--- src/logic/ivs_pkg.sv ---
// constants for the input-voltage supervisor register bank
// shared by the supervisor top and its cycle counter
package ivs_pkg;

  // command codes
  localparam logic [7:0]  IVS_CMD_OV_LIMIT    = 8'h55;
  localparam logic [7:0]  IVS_CMD_OV_RESPONSE = 8'h56;
  localparam logic [7:0]  IVS_CMD_UV_LIMIT    = 8'h58;

  // linear-format word layout
  localparam int          IVS_EXP_MSB  = 15;
  localparam int          IVS_EXP_LSB  = 11;
  localparam int          IVS_MAN_MSB  = 10;
  localparam int          IVS_MAN_LSB  = 0;
  localparam logic [4:0]  IVS_EXP_FIXED = 5'h1E;

  // limit mantissas in quarter volts (exponent -2)
  localparam logic [10:0] IVS_MAN_MIN        = 11'h014;
  localparam logic [10:0] IVS_MAN_MAX        = 11'h058;
  localparam logic [10:0] IVS_UV_MAN_RESET   = 11'h00A;
  localparam logic [10:0] IVS_OV_MAN_RESET   = 11'h050;
  localparam int          IVS_QUARTER_SHIFT  = 2;

  // response byte layout
  localparam int          IVS_ACT_MSB   = 7;
  localparam int          IVS_ACT_LSB   = 6;
  localparam int          IVS_RETRY_MSB = 5;
  localparam int          IVS_RETRY_LSB = 3;
  localparam int          IVS_DLY_MSB   = 2;
  localparam int          IVS_DLY_LSB   = 0;
  localparam logic [7:0]  IVS_RESP_RESET = 8'h80;

  localparam logic [1:0]  IVS_ACT_IGNORE    = 2'h0;
  localparam logic [1:0]  IVS_ACT_DELAYED   = 2'h1;
  localparam logic [1:0]  IVS_ACT_IMMEDIATE = 2'h2;
  localparam logic [1:0]  IVS_ACT_INVALID   = 2'h3;

  localparam logic [2:0]  IVS_RETRY_LATCH   = 3'h0;
  localparam logic [2:0]  IVS_RETRY_FOREVER = 3'h7;

  // shutdown delay in pwm clocks per delay code group
  localparam logic [3:0]  IVS_DLY_SHORT = 4'h3;
  localparam logic [3:0]  IVS_DLY_MID   = 4'h5;
  localparam logic [3:0]  IVS_DLY_LONG  = 4'h9;
  localparam logic [2:0]  IVS_DLY_MID_FIRST  = 3'h2;
  localparam logic [2:0]  IVS_DLY_LONG_FIRST = 3'h5;

  typedef enum logic [2:0] {
    IVS_OFF     = 3'b000,
    IVS_RUN     = 3'b001,
    IVS_DELAY   = 3'b010,
    IVS_HICCUP  = 3'b011,
    IVS_LATCHED = 3'b100
  } ivs_state_t;

endpackage

--- src/logic/ivs_cycle_counter.sv ---
// event counter that reports when a programmed number of ticks has passed
// assumes tick is a one-cycle pulse in the clock domain of clock
`timescale 1ns/1ps
module ivs_cycle_counter
  import ivs_pkg::*;
#(
  parameter int WIDTH = 4
) (
  // clock and reset
  input  wire logic             clock,
  input  wire logic             rst,
  // control
  input  wire logic             restart,
  input  wire logic             tick,
  input  wire logic [WIDTH-1:0] target,
  // status
  output logic                  reached
);

  logic [WIDTH-1:0] count;

  // restart wins over a tick in the same cycle so a new interval is never short
  always_ff @(posedge clock) begin
    if (rst || restart) begin
      count <= '0;
    end else if (tick && count != target) begin
      count <= count + WIDTH'(1);
    end
  end

  assign reached = (count == target);

endmodule

--- src/logic/ivs_supervisor.sv ---
// input-voltage fault supervisor: limit registers, comparators, status, retry engine
// assumes pmbus transport delivers decoded single-cycle command strobes
// Operation
// - limits held as 16-bit linear words; exponent resets to 11110b
// - response is byte access at 56h; limits use word access
// - overvoltage fault when input voltage exceeds the 55h limit
// - overvoltage limit accepted from 5 V to 22 V in quarter volts
// - out-of-range overvoltage limit write flags invalid data and alerts host
// - restore loads the overvoltage limit as nearest representable value
// - overvoltage fault sets none-of-above, input and ov bits, alerts host
// - action 00 ignore, 01 delayed shutdown, 10 immediate, then retry setting
// - action 11 or other invalid response writes flag invalid data and alert
// - delayed mode keeps switching for delay count, shuts down only if still over
// - retry 0 latches, 1-6 limited hiccup restarts, 7 retries forever
// - restarts while still overvoltage count toward the retry budget
// - delay code picks 3, 5 or 9 pwm clocks and hiccup rise-time multiple
// - with ignore set, an overvoltage at enable still blocks start-up
// - undervoltage warning when input voltage falls below warning limit
// - undervoltage warning judged by this phase alone
// - undervoltage warning sets none-of-above, input and uv bits, alerts host
// - warning limit resets to 2.5 V; writes accepted only from 5 V to 22 V
// - once above 5 V, warning limit can never be set below 5 V
// - invalid warning limit write flags invalid data and alerts host
`timescale 1ns/1ps
module ivs_supervisor
  import ivs_pkg::*;
#(
  parameter logic [10:0] OV_MAN_DEFAULT = IVS_OV_MAN_RESET,
  parameter logic [7:0]  RESP_DEFAULT   = IVS_RESP_RESET,
  parameter int          HICCUP_WIDTH   = 3
) (
  // clock and reset
  input  wire logic        clock,
  input  wire logic        rst,
  // command write port
  input  wire logic        wr_req,
  input  wire logic        wr_word,
  input  wire logic [7:0]  wr_code,
  input  wire logic [15:0] wr_data,
  // command read port
  input  wire logic        rd_req,
  input  wire logic [7:0]  rd_code,
  output logic             rd_valid,
  output logic [15:0]      rd_data,
  // non-volatile restore
  input  wire logic        restore,
  input  wire logic [15:0] restore_ov_limit,
  // converter side
  input  wire logic [10:0] power_stage_input_voltage,
  input  wire logic        enable,
  input  wire logic        startup_done,
  input  wire logic        pwm_clock_tick,
  input  wire logic        rise_time_tick,
  output logic             switching_enable,
  // status and host notification
  input  wire logic        clear_faults,
  output logic             status_none_of_above,
  output logic             status_input,
  output logic             status_input_ov_fault,
  output logic             status_input_uv_warn,
  output logic             status_cml,
  output logic             status_cml_invalid_data,
  output logic             alert_n
);

  // register bank
  logic [4:0]  overvoltage_limit_exponent;
  logic [10:0] overvoltage_limit_mantissa;
  logic [7:0]  input_overvoltage_response;
  logic [4:0]  undervoltage_warning_exponent;
  logic [10:0] undervoltage_warning_mantissa;
  logic        uv_limit_raised;

  logic [1:0]  overvoltage_response_action;
  logic [2:0]  overvoltage_retry_count;
  logic [2:0]  overvoltage_delay_select;

  assign overvoltage_response_action = input_overvoltage_response[IVS_ACT_MSB:IVS_ACT_LSB];
  assign overvoltage_retry_count     = input_overvoltage_response[IVS_RETRY_MSB:IVS_RETRY_LSB];
  assign overvoltage_delay_select    = input_overvoltage_response[IVS_DLY_MSB:IVS_DLY_LSB];

  // limit word is valid only in the fixed quarter-volt exponent and 5-22 V
  function automatic logic limit_word_ok(input logic [15:0] w);
    logic [10:0] m;
    m = w[IVS_MAN_MSB:IVS_MAN_LSB];
    return (w[IVS_EXP_MSB:IVS_EXP_LSB] == IVS_EXP_FIXED)
           && (m >= IVS_MAN_MIN) && (m <= IVS_MAN_MAX);
  endfunction

  // convert any linear word to the nearest quarter-volt step inside range
  function automatic logic [10:0] nearest_limit(input logic [15:0] w);
    int m;
    int s;
    int q;
    m = int'($signed(w[IVS_MAN_MSB:IVS_MAN_LSB]));
    s = int'($signed(w[IVS_EXP_MSB:IVS_EXP_LSB])) + IVS_QUARTER_SHIFT;
    if (s >= 0) begin
      q = m <<< s;
    end else begin
      q = (m + (1 <<< (-s - 1))) >>> (-s);
    end
    if (q < int'(IVS_MAN_MIN)) begin
      q = int'(IVS_MAN_MIN);
    end else if (q > int'(IVS_MAN_MAX)) begin
      q = int'(IVS_MAN_MAX);
    end
    return q[10:0];
  endfunction

  function automatic logic [3:0] shutdown_delay(input logic [2:0] code);
    if (code >= IVS_DLY_LONG_FIRST) begin
      return IVS_DLY_LONG;
    end else if (code >= IVS_DLY_MID_FIRST) begin
      return IVS_DLY_MID;
    end
    return IVS_DLY_SHORT;
  endfunction

  function automatic logic [2:0] hiccup_multiple(input logic [2:0] code);
    return (code < IVS_DLY_MID_FIRST) ? 3'h1 : code;
  endfunction

  // write decode
  logic wr_ov;
  logic wr_resp;
  logic wr_uv;
  logic wr_ov_ok;
  logic wr_resp_ok;
  logic wr_uv_ok;
  logic wr_invalid;

  assign wr_ov   = wr_req && (wr_code == IVS_CMD_OV_LIMIT);
  assign wr_resp = wr_req && (wr_code == IVS_CMD_OV_RESPONSE);
  assign wr_uv   = wr_req && (wr_code == IVS_CMD_UV_LIMIT);

  assign wr_ov_ok   = wr_word && limit_word_ok(wr_data);
  assign wr_resp_ok = !wr_word
                      && (wr_data[IVS_ACT_MSB:IVS_ACT_LSB] != IVS_ACT_INVALID);
  // range floor of 5 V also keeps a raised limit from dropping back below it
  assign wr_uv_ok   = wr_word && limit_word_ok(wr_data);
  assign wr_invalid = (wr_ov && !wr_ov_ok) || (wr_resp && !wr_resp_ok)
                      || (wr_uv && !wr_uv_ok);

  always_ff @(posedge clock) begin
    if (rst) begin
      overvoltage_limit_exponent <= IVS_EXP_FIXED;
      overvoltage_limit_mantissa <= OV_MAN_DEFAULT;
    end else if (wr_ov && wr_ov_ok) begin
      overvoltage_limit_exponent <= wr_data[IVS_EXP_MSB:IVS_EXP_LSB];
      overvoltage_limit_mantissa <= wr_data[IVS_MAN_MSB:IVS_MAN_LSB];
    end else if (restore) begin
      overvoltage_limit_exponent <= IVS_EXP_FIXED;
      overvoltage_limit_mantissa <= nearest_limit(restore_ov_limit);
    end
  end

  always_ff @(posedge clock) begin
    if (rst) begin
      input_overvoltage_response <= RESP_DEFAULT;
    end else if (wr_resp && wr_resp_ok) begin
      input_overvoltage_response <= wr_data[7:0];
    end
  end

  always_ff @(posedge clock) begin
    if (rst) begin
      undervoltage_warning_exponent <= IVS_EXP_FIXED;
      undervoltage_warning_mantissa <= IVS_UV_MAN_RESET;
      uv_limit_raised               <= 1'b0;
    end else if (wr_uv && wr_uv_ok && !(uv_limit_raised
                 && wr_data[IVS_MAN_MSB:IVS_MAN_LSB] < IVS_MAN_MIN)) begin
      undervoltage_warning_exponent <= wr_data[IVS_EXP_MSB:IVS_EXP_LSB];
      undervoltage_warning_mantissa <= wr_data[IVS_MAN_MSB:IVS_MAN_LSB];
      uv_limit_raised               <= wr_data[IVS_MAN_MSB:IVS_MAN_LSB] > IVS_MAN_MIN;
    end
  end

  // read port, one cycle latency
  always_ff @(posedge clock) begin
    if (rst) begin
      rd_valid <= 1'b0;
      rd_data  <= 16'h0000;
    end else begin
      rd_valid <= rd_req;
      if (rd_req) begin
        case (rd_code)
          IVS_CMD_OV_LIMIT: begin
            rd_data <= {overvoltage_limit_exponent, overvoltage_limit_mantissa};
          end
          IVS_CMD_OV_RESPONSE: begin
            rd_data <= {8'h00, input_overvoltage_response};
          end
          IVS_CMD_UV_LIMIT: begin
            rd_data <= {undervoltage_warning_exponent, undervoltage_warning_mantissa};
          end
          default: begin
            rd_data <= 16'h0000;
          end
        endcase
      end
    end
  end

  // comparators; this phase looks only at its own input voltage
  logic ov_present;
  logic uv_present;

  assign ov_present = power_stage_input_voltage > overvoltage_limit_mantissa;
  assign uv_present = power_stage_input_voltage < undervoltage_warning_mantissa;

  // sticky status, a new event in the clear cycle survives
  always_ff @(posedge clock) begin
    if (rst) begin
      status_input_ov_fault   <= 1'b0;
      status_input_uv_warn    <= 1'b0;
      status_cml_invalid_data <= 1'b0;
    end else begin
      status_input_ov_fault   <= ov_present || (status_input_ov_fault && !clear_faults);
      status_input_uv_warn    <= uv_present || (status_input_uv_warn && !clear_faults);
      status_cml_invalid_data <= wr_invalid
                                 || (status_cml_invalid_data && !clear_faults);
    end
  end

  assign status_input         = status_input_ov_fault || status_input_uv_warn;
  assign status_none_of_above = status_input;
  assign status_cml           = status_cml_invalid_data;
  assign alert_n              = !(status_input || status_cml);

  // fault response engine
  ivs_state_t state;
  ivs_state_t next_state;
  logic [2:0] attempts;
  logic       count_restart;
  logic       count_tick;
  logic [3:0] count_target;
  logic       count_reached;
  logic       retry_allowed;
  logic       shut_down;

  // hiccup and delay never overlap, so one counter serves both
  ivs_cycle_counter #(
    .WIDTH (4)
  ) u_counter (
    .clock   (clock),
    .rst     (rst),
    .restart (count_restart),
    .tick    (count_tick),
    .target  (count_target),
    .reached (count_reached)
  );

  assign count_tick   = (state == IVS_DELAY) ? pwm_clock_tick : rise_time_tick;
  assign count_target = (state == IVS_DELAY) ? shutdown_delay(overvoltage_delay_select)
                        : {1'b0, hiccup_multiple(overvoltage_delay_select)};
  // a repeated hiccup must start a fresh wait, not reuse the spent count
  assign count_restart = (next_state != state) || (state == IVS_HICCUP && count_reached);

  assign retry_allowed = (overvoltage_retry_count == IVS_RETRY_FOREVER)
                         || (attempts < overvoltage_retry_count);
  assign shut_down     = (overvoltage_retry_count != IVS_RETRY_LATCH) && retry_allowed;

  always_comb begin
    next_state = state;
    case (state)
      IVS_OFF: begin
        if (enable && !ov_present) begin
          next_state = IVS_RUN;
        end else if (enable && overvoltage_response_action != IVS_ACT_IGNORE) begin
          next_state = shut_down ? IVS_HICCUP : IVS_LATCHED;
        end
      end
      IVS_RUN: begin
        if (ov_present && overvoltage_response_action == IVS_ACT_DELAYED) begin
          next_state = IVS_DELAY;
        end else if (ov_present && overvoltage_response_action == IVS_ACT_IMMEDIATE) begin
          next_state = shut_down ? IVS_HICCUP : IVS_LATCHED;
        end
      end
      IVS_DELAY: begin
        if (count_reached) begin
          if (!ov_present) begin
            next_state = IVS_RUN;
          end else begin
            next_state = shut_down ? IVS_HICCUP : IVS_LATCHED;
          end
        end
      end
      IVS_HICCUP: begin
        // a restart into a standing overvoltage is invisible but still spent
        if (count_reached) begin
          if (!ov_present) begin
            next_state = IVS_RUN;
          end else begin
            next_state = (overvoltage_retry_count == IVS_RETRY_FOREVER
                          || attempts + 3'h1 < overvoltage_retry_count)
                         ? IVS_HICCUP : IVS_LATCHED;
          end
        end
      end
      IVS_LATCHED: begin
        next_state = IVS_LATCHED;
      end
      default: begin
        next_state = IVS_OFF;
      end
    endcase
    if (!enable) begin
      next_state = IVS_OFF;
    end
  end

  always_ff @(posedge clock) begin
    if (rst) begin
      state <= IVS_OFF;
    end else begin
      state <= next_state;
    end
  end

  always_ff @(posedge clock) begin
    if (rst) begin
      attempts <= 3'h0;
    end else if (!enable || (state == IVS_RUN && startup_done)) begin
      attempts <= 3'h0;
    end else if (state == IVS_HICCUP && count_reached
                 && overvoltage_retry_count != IVS_RETRY_FOREVER) begin
      attempts <= attempts + 3'h1;
    end
  end

  // ignore mode still never leaves off while the fault stands
  assign switching_enable = (state == IVS_RUN) || (state == IVS_DELAY);

endmodule

--- config.mk ---
export PLATFORM = sky130hd
export DESIGN_NAME = ivs_supervisor
export DESIGN_NICKNAME = d
export VERILOG_FILES = /design/src/logic/ivs_pkg.sv /design/src/logic/ivs_cycle_counter.sv /design/src/logic/ivs_supervisor.sv
export SDC_FILE = /design/constraint.sdc
export NUM_CORES = 1
export LEC_CHECK = 0
export ABC_AREA = 1
export BUFFER_PORTS_ARGS = -buffer_cell sky130_fd_sc_hd__clkbuf_2
export CAP_MARGIN = 20
export CORE_MARGIN = 2
export CORE_UTILIZATION = 58
export CTS_BUF_LIST = sky130_fd_sc_hd__clkbuf_8
export DETAILED_ROUTE_END_ITERATION = 7
export GPL_TIMING_DRIVEN = 1
export PLACE_DENSITY = 0.78
export SLEW_MARGIN = 20
export SYNTH_ARGS = -nofsm -noshare
export SYNTH_HDL_FRONTEND = slang
export SYNTH_HIERARCHICAL = 1
export SYNTH_SLANG_ARGS = --single-unit
--- constraint.sdc ---
create_clock -name clock -period 15.8 [get_ports clock]
set_input_delay 0.79 -clock clock [delete_from_list [all_inputs] [get_ports clock]]
set_output_delay 0.79 -clock clock [all_outputs]
set_load 0.1 [all_outputs]
==> results of run 1 <==
-- power by group --
group          total, mW  switching, mW  internal, mW
clock network      0.127         0.0709        0.0556
logic              0.243          0.170        0.0725
registers          0.181        0.00208         0.179
-- cells by family after synthesis --
logic type | Yosys count | share of synthesized area (%)
compound gates | 281 | 17.01
xor+xnor | 22 | 1.996
fa+ha+maj | 70 | 9.151
buf+inv | 256 | 10.97
flops | 70 | 14.52
mux | 6 | 0.6222
simple gates | 985 | 45.74
-- final timing paths --
| kind | startpoint | slack, ns | cells after the start | endpoint |
|---|---|---|---|---|
| max | restore_ov_limit[11] | 6.75 | 49 | overvoltage_limit_mantissa[4]$_SDFFE_PP1P_ |
| min | overvoltage_limit_exponent[4]$_SDFFE_PP1P_ | 0.43 | 2 | overvoltage_limit_exponent[4]$_SDFFE_PP1P_ |
| max reg2reg | state[1]$_SDFF_PP0_ | 12.09 | 19 | u_counter/count[1]$_SDFFE_PP0P_ |
| min reg2reg | overvoltage_limit_exponent[4]$_SDFFE_PP1P_ | 0.43 | 2 | overvoltage_limit_exponent[4]$_SDFFE_PP1P_ |
-- metrics by stage --
stage | power [mW] | hold WS (ns) | instances | area (sq um)
5_1_grt | 0.5867 | 0.4465 | 1962 | 10280
4_1_cts | 0.5460 | 0.4321 | 1962 | 10280
2_1_floorplan | 0.3689 | 0.4000 | 1690 | 9653
3_5_place_dp | 0.4218 | 0.4127 | 1947 | 10110
3_3_place_gp | 0.4208 | 0.4104 | 1947 | 10110
6_report | 0.5501 | 0.4324 | 1962 | 10280
-- per-layer routing --
| metal | share of wire, % | GRT usage (%) |
|---|---|---|
| met5 | 0 | 0 |
| met4 | 4.8 | 17.26 |
| met3 | 6.6 | 3.257 |
| met2 | 46 | 56.13 |
| met1 | 42 | 40.01 |
-- worst reg2reg max path: stages (launching register included) --
cell and delay (ns):
dfxtp_1 0.39, inv_1 0.10, nor3_1 0.60, inv_1 0.30
a211oi_1 0.39, nor2_1 0.13, inv_1 0.08, nand2_1 0.06
nand2_2 0.08, nor2_4 0.05, nand2_4 0.09, inv_1 0.10
nand3_1 0.12, o221ai_1 0.10, o21ai_0 0.30, xor2_1 0.18
nand4_1 0.10, nor2_1 0.28, nand2_1 0.09, nor2_1 0.11
-- cell usage in the layout (no fill, tap or decap), types with 9 or more instances in the layout --
master	synthesis	layout
nor2_1	169	169
a211oi_1	15	15
nand3_1	239	239
inv_1	177	177
dfxtp_1	70	70
o211ai_1	13	13
clkbuf_8	0	9
a21oi_1	87	87
nand4_1	20	20
o21ai_1	9	9
xor2_1	11	11
clkbuf_2	0	94
o21a_1	10	10
nand3_2	12	12
nand2_1	456	456
inv_2	12	12
nor3_1	29	28
o22ai_1	13	13
xnor2_1	11	11
o21ai_0	92	92
ha_1	69	69
nand2_2	16	16
-- final cells by class --
type / instances / share of cell area [%]
multi-input combinational: 1364 / 70.04
sequential: 70 / 13.64
inverter: 194 / 7.110
timing repair buffer: 99 / 4.943
tap: 220 / 2.678
clock buffer: 9 / 1.205
clock inverter: 6 / 0.3896
-- sequential cells by signal (all words and copies together) (netlist names) --
register                       flops
rd_data                           16
overvoltage_limit_mantissa        11
undervoltage_warning_mantissa     11
input_overvoltage_response         8
overvoltage_limit_exponent         5
undervoltage_warning_exponent      5
u_counter/count                    4
attempts                           3
state                              3
rd_valid                           1
status_cml                         1
status_input_ov_fault              1
status_input_uv_warn               1
==> summary.txt, run 1 <==
Largest net degree at the start of global routing = 56
DIE HEIGHT = 133.0 microns
Max stage delay on crit path = 1.05 ns
Final worst slack = 6.751 ns
Relative slew slack = 31.43%
Synth top area cells = nand2_1 (18%), dfxtp_1 (15%), nand3_1 (12%)
Avg Cell Area, Syn = 5.712 sq um
Leading area contributor after synthesis = nand2_1
Library cells used by synthesis = 59
Starting Density = 58.83%
Max_cap viols = 0
Unrepaired setup endpoints after global routing = false
Antenna diodes = 0
Final-report hold violation count = 0
Async set-reset flop share out of synthesis = 0%
Detailed-router iteration count before antenna repair = 7
Post-synthesis sequential area ratio = 14.52%
Final setup vio count = 0
Top post-synthesis cells by count = nand2_1 (456), nand3_1 (239), inv_1 (177), nor2_1 (169), o21ai_0 (92)
Num Clock Sinks = 70
1st-iter DRT viols = 1,069
DP Worst Slack = 6.632 ns
Initial antenna violation count = 0
Register area = 0.001401 sq mm
Final slew viol count = 0
Clk slew on worst S/H paths = 0.07 ns
Number of enable flip-flop cells after synthesis = 0
Multi-input gate area = 0.007198 sq mm
Status = finished, final reports clean
Core Util, Final = 62.64%
Yosys warnings = 6
Placer Congestion = 0.9943
Max Fclk = 0.1105 GHz
Layout cells sized above 1 = 10.68%
CP startpoint kind = input port
Fin Setup TNS = 0 ns
TritonCTS clock tree = yes
Global-route wire length before repair = 47.96 mm
Post-synthesis cell count = 1,690
Family with the most delay on the worst path = simple AND/OR/NAND/NOR gates
Final Cycle Share = 57.27%
Boundary Pins = 95
Seq cells post-synth = 70
Max VDD drop = 0.05079 mV
Top_reg_cell synth = dfxtp_1
ANT nets after route = 0
Vias per cell = 5.833
Critical path type = in2reg
Filler cells = 1,649
Crit end category = register
Wire length per cell = 14.92 microns
CTS root buf = clkbuf_8
Core ar. = 0.01641 sq mm
Residual DRC = 0
Share of Yosys cell area claimed by the top area cell type = 17.73%
CTS Buffer Depth = 2
Post-DP HPWL = 23.48 mm
Congestion Overflow GR = 0
Gr usage total = 32.55%
CP required = 16.03 ns
Clk_lat worst skew = 0.37 ns
PostCTS Resize Cnt = 0
Post-CTS setup buffers = 0
HP Class = reg2reg
P&R area growth vs syn = 6.468%
Worst Max-Slew Pin Slew = 1.029 ns
Mapped Nets = 1,830
Post-route clock skew = 0.006681 ns
Most frequent cell after synthesis = nand2_1
Slowest cell on crit path = ha_1
CTS buffer count = 9
Clock period minus worst slack = 9.049 ns
Buf/Inv on CP = 6
Pwr dens = 53.53 mW/mm^2
Total Wirelength = 29.28 mm
CP dominant cell by count = nand2_1
Die width = 133.0 microns
Synth Cell Area = 0.009653 sq mm
CP Max Fanout = 55
Vias in the first global route = 10,370
Vias = 11,440
CTS Hold Bufs = 0
PortBufs = 94
CP arrival = 9.28 ns
Die area = 0.01769 sq mm
Nets = 1,878
Placement Rows = 47
Htree depth = 3
Leakage = 4.976 nW
Note: power is estimated with default switching activity, not from simulation.
==> run 2: changes to the inputs <==
clock period = 9.04 ns   (was 15.8 ns; I/O delays follow)
==> run 2 against run 1 <==
Effect of this change: non-clock buffer count is 4 higher; first-iteration DRC count is 8.5% lower; wire length is 0.20% lower; clock skew is 0.0023 ns higher; via count is 0.21% lower; worst setup slack worse by 5.6 ns; worst hold slack worse by 0.048 ns; design area is 0.94% higher; critical path type unchanged.
==> summary.txt, run 2 (synthesized netlist as in run 1, its figures left out) <==
P&R area growth vs syn = 7.466% (was 6.468%)
CP arrival = 8.10 ns (was 9.28 ns)
CP dominant cell by count = nand2_1 (unchanged)
Top flop regs = rd_data (16), overvoltage_limit_mantissa (11), undervoltage_warning_mantissa (11) (unchanged)
Htree depth = 3 (unchanged)
CTS buffer count = 9 (unchanged)
Crit end category = register (unchanged)
Worst Max-Slew Pin Slew = 0.8824 ns (was 1.029 ns)
PortBufs = 94 (unchanged)
Antenna diodes = 0 (unchanged)
Vias per cell = 5.806 (was 5.833)
Clk_lat worst skew = 0.37 ns (about the same)
Family with the most delay on the worst path = simple AND/OR/NAND/NOR gates (unchanged)
Clk slew on worst S/H paths = 0.08 ns (was 0.07 ns)
CTS Buffer Depth = 2 (unchanged)
Max_cap viols = 0 (unchanged)
CTS root buf = clkbuf_8 (unchanged)
Placement Rows = 47 (unchanged)
ANT nets after route = 0 (unchanged)
Largest net degree at the start of global routing = 56 (unchanged)
Vias = 11,420 (was 11,440)
Starting Density = 58.83% (unchanged)
Final slew viol count = 0 (unchanged)
Commonest cells after routing, fill and taps aside = nand2_1 (456), nand3_1 (239), inv_1 (177) (unchanged)
Fin Setup TNS = 0 ns (unchanged)
CP Max Fanout = 55 (unchanged)
Commonest non-fill, non-tap cell in the layout = nand2_1 (unchanged)
Num Clock Sinks = 70 (unchanged)
CP required = 9.27 ns (was 16.03 ns)
Residual DRC = 0 (unchanged)
Wire length per cell = 14.86 microns (was 14.92 microns)
Gr usage total = 32.92% (was 32.55%)
Nets = 1,882 (was 1,878)
Post-CTS setup buffers = 0 (unchanged)
Layout cells sized above 1 = 10.93% (was 10.68%)
Filler cells = 1,655 (was 1,649)
Unrepaired setup endpoints after global routing = false (unchanged)
Max Fclk = 0.1270 GHz
CTS Hold Bufs = 0 (unchanged)
Post-route clock skew = 0.008936 ns (was 0.006681 ns)
Final Cycle Share = 87.07%
Core Util, Final = 63.23% (was 62.64%)
Final cell count without fillers = 1,967 (was 1,962)
PostCTS Resize Cnt = 0 (unchanged)
Congestion Overflow GR = 0 (unchanged)
Boundary Pins = 95 (unchanged)
Relative slew slack = 41.11% (was 31.43%)
Buf/Inv on CP = 3 (was 6)
1st-iter DRT viols = 978 (was 1,069)
Top reg by flops = rd_data (unchanged)
Slowest cell on crit path = ha_1 (unchanged)
Max FFs per register = 16 (unchanged)
DIE HEIGHT = 133.0 microns (unchanged)
Placer Congestion = 0.9538 (was 0.9943)
Max stage delay on crit path = 0.54 ns (was 1.05 ns)
Final-report hold violation count = 0 (unchanged)
Critical path type = in2reg (unchanged)
HP Class = in2reg (was reg2reg)
Placed cell count = 1,951 (was 1,947)
Detailed-router iteration count before antenna repair = 6 (was 7)
Vias in the first global route = 10,400 (was 10,370)
Initial antenna violation count = 0 (unchanged)
TritonCTS clock tree = yes (unchanged)
Worst hold margin = 0.3844 ns (was 0.4324 ns)
Die width = 133.0 microns (unchanged)
Post-DP HPWL = 23.50 mm (was 23.48 mm)
CP startpoint kind = input port (unchanged)
Status = finished, final reports clean (unchanged)
Final setup vio count = 0 (unchanged)
Die area = 0.01769 sq mm (unchanged)
Max VDD drop = 0.1099 mV (was 0.05079 mV)
Leakage = 5.019 nW (was 4.976 nW)
Global-route wire length before repair = 48.35 mm (was 47.96 mm)
Total Wirelength = 29.22 mm (was 29.28 mm)
Clock period minus worst slack = 7.871 ns
Core ar. = 0.01641 sq mm (unchanged)
Total Power = 1.036 mW (was 0.5501 mW)
Pwr dens = 99.86 mW/mm^2 (was 53.53 mW/mm^2)
==> run 2: cell type report <==
class	instances	area [sq um]	share of cell area (%)
Multi-Input combinational cell	1364	7198	69.39
Sequential cell	70	1401	13.51
Inverter	194	730.7	7.044
Timing Repair Buffer	103	538.0	5.186
Tap cell	220	275.3	2.653
Clock buffer	10	137.6	1.327
Clock inverter	6	92.59	0.8925
==> run 2: worst register-to-register path, cell delays in order, from the launching register on <==
cell and delay [ns]:
dfxtp_1 0.40, inv_1 0.10, nor3_1 0.58, inv_1 0.30, a211oi_1 0.38, nor2_1 0.13, inv_1 0.07, nand2_1 0.05
nand2_2 0.08, nor2_4 0.05, nand2_4 0.08, inv_1 0.10, nand3_1 0.12, o221ai_1 0.11, o21ai_0 0.28, xor2_1 0.18
nand4_1 0.10, nor2_1 0.30, nand2_1 0.10, nor2_1 0.09
==> run 2: power by group <==
part           leakage (nW)  internal, mW  switching (mW)
Clock                 0.110         0.165           0.129
Sequential            0.567         0.313         0.00339
Combinational          4.34         0.128           0.298
Total                  5.02         0.605           0.430
==> run 2: path summary, 6_finish.rpt <==
kind / slack (ns) / end / cells past startpoint / start
setup / recovery: 1.17 / overvoltage_limit_mantissa[4]$_SDFFE_PP1P_ / 50 / restore_ov_limit[12]
hold reg to reg: 0.43 / overvoltage_limit_exponent[3]$_SDFFE_PP1P_ / 2 / overvoltage_limit_exponent[3]$_SDFFE_PP1P_
setup reg to reg: 5.37 / u_counter/count[1]$_SDFFE_PP0P_ / 19 / state[1]$_SDFF_PP0_
hold / removal: 0.38 / input_overvoltage_response[0]$_SDFFE_PP0P_ / 3 / wr_data[0]
==> run 2: metal layers <==
layer  wire length, microns  global-route usage (%)
met5                      0                       0
met4                   1095                   13.68
met3                   1945                   3.640
met2                  13630                   57.40
met1                  12560                   41.24
==> run 2: metrics by stage <==
| step | area (sq um) | setup WS, ns |
|---|---|---|
| after global routing | 10370 | 0.2033 |
| after global placement | 10140 | 0.9954 |
| after floorplan | 9653 | 2.513 |
| final | 10370 | 1.169 |
| after CTS | 10370 | 1.281 |
| after detailed placement | 10140 | 0.9297 |
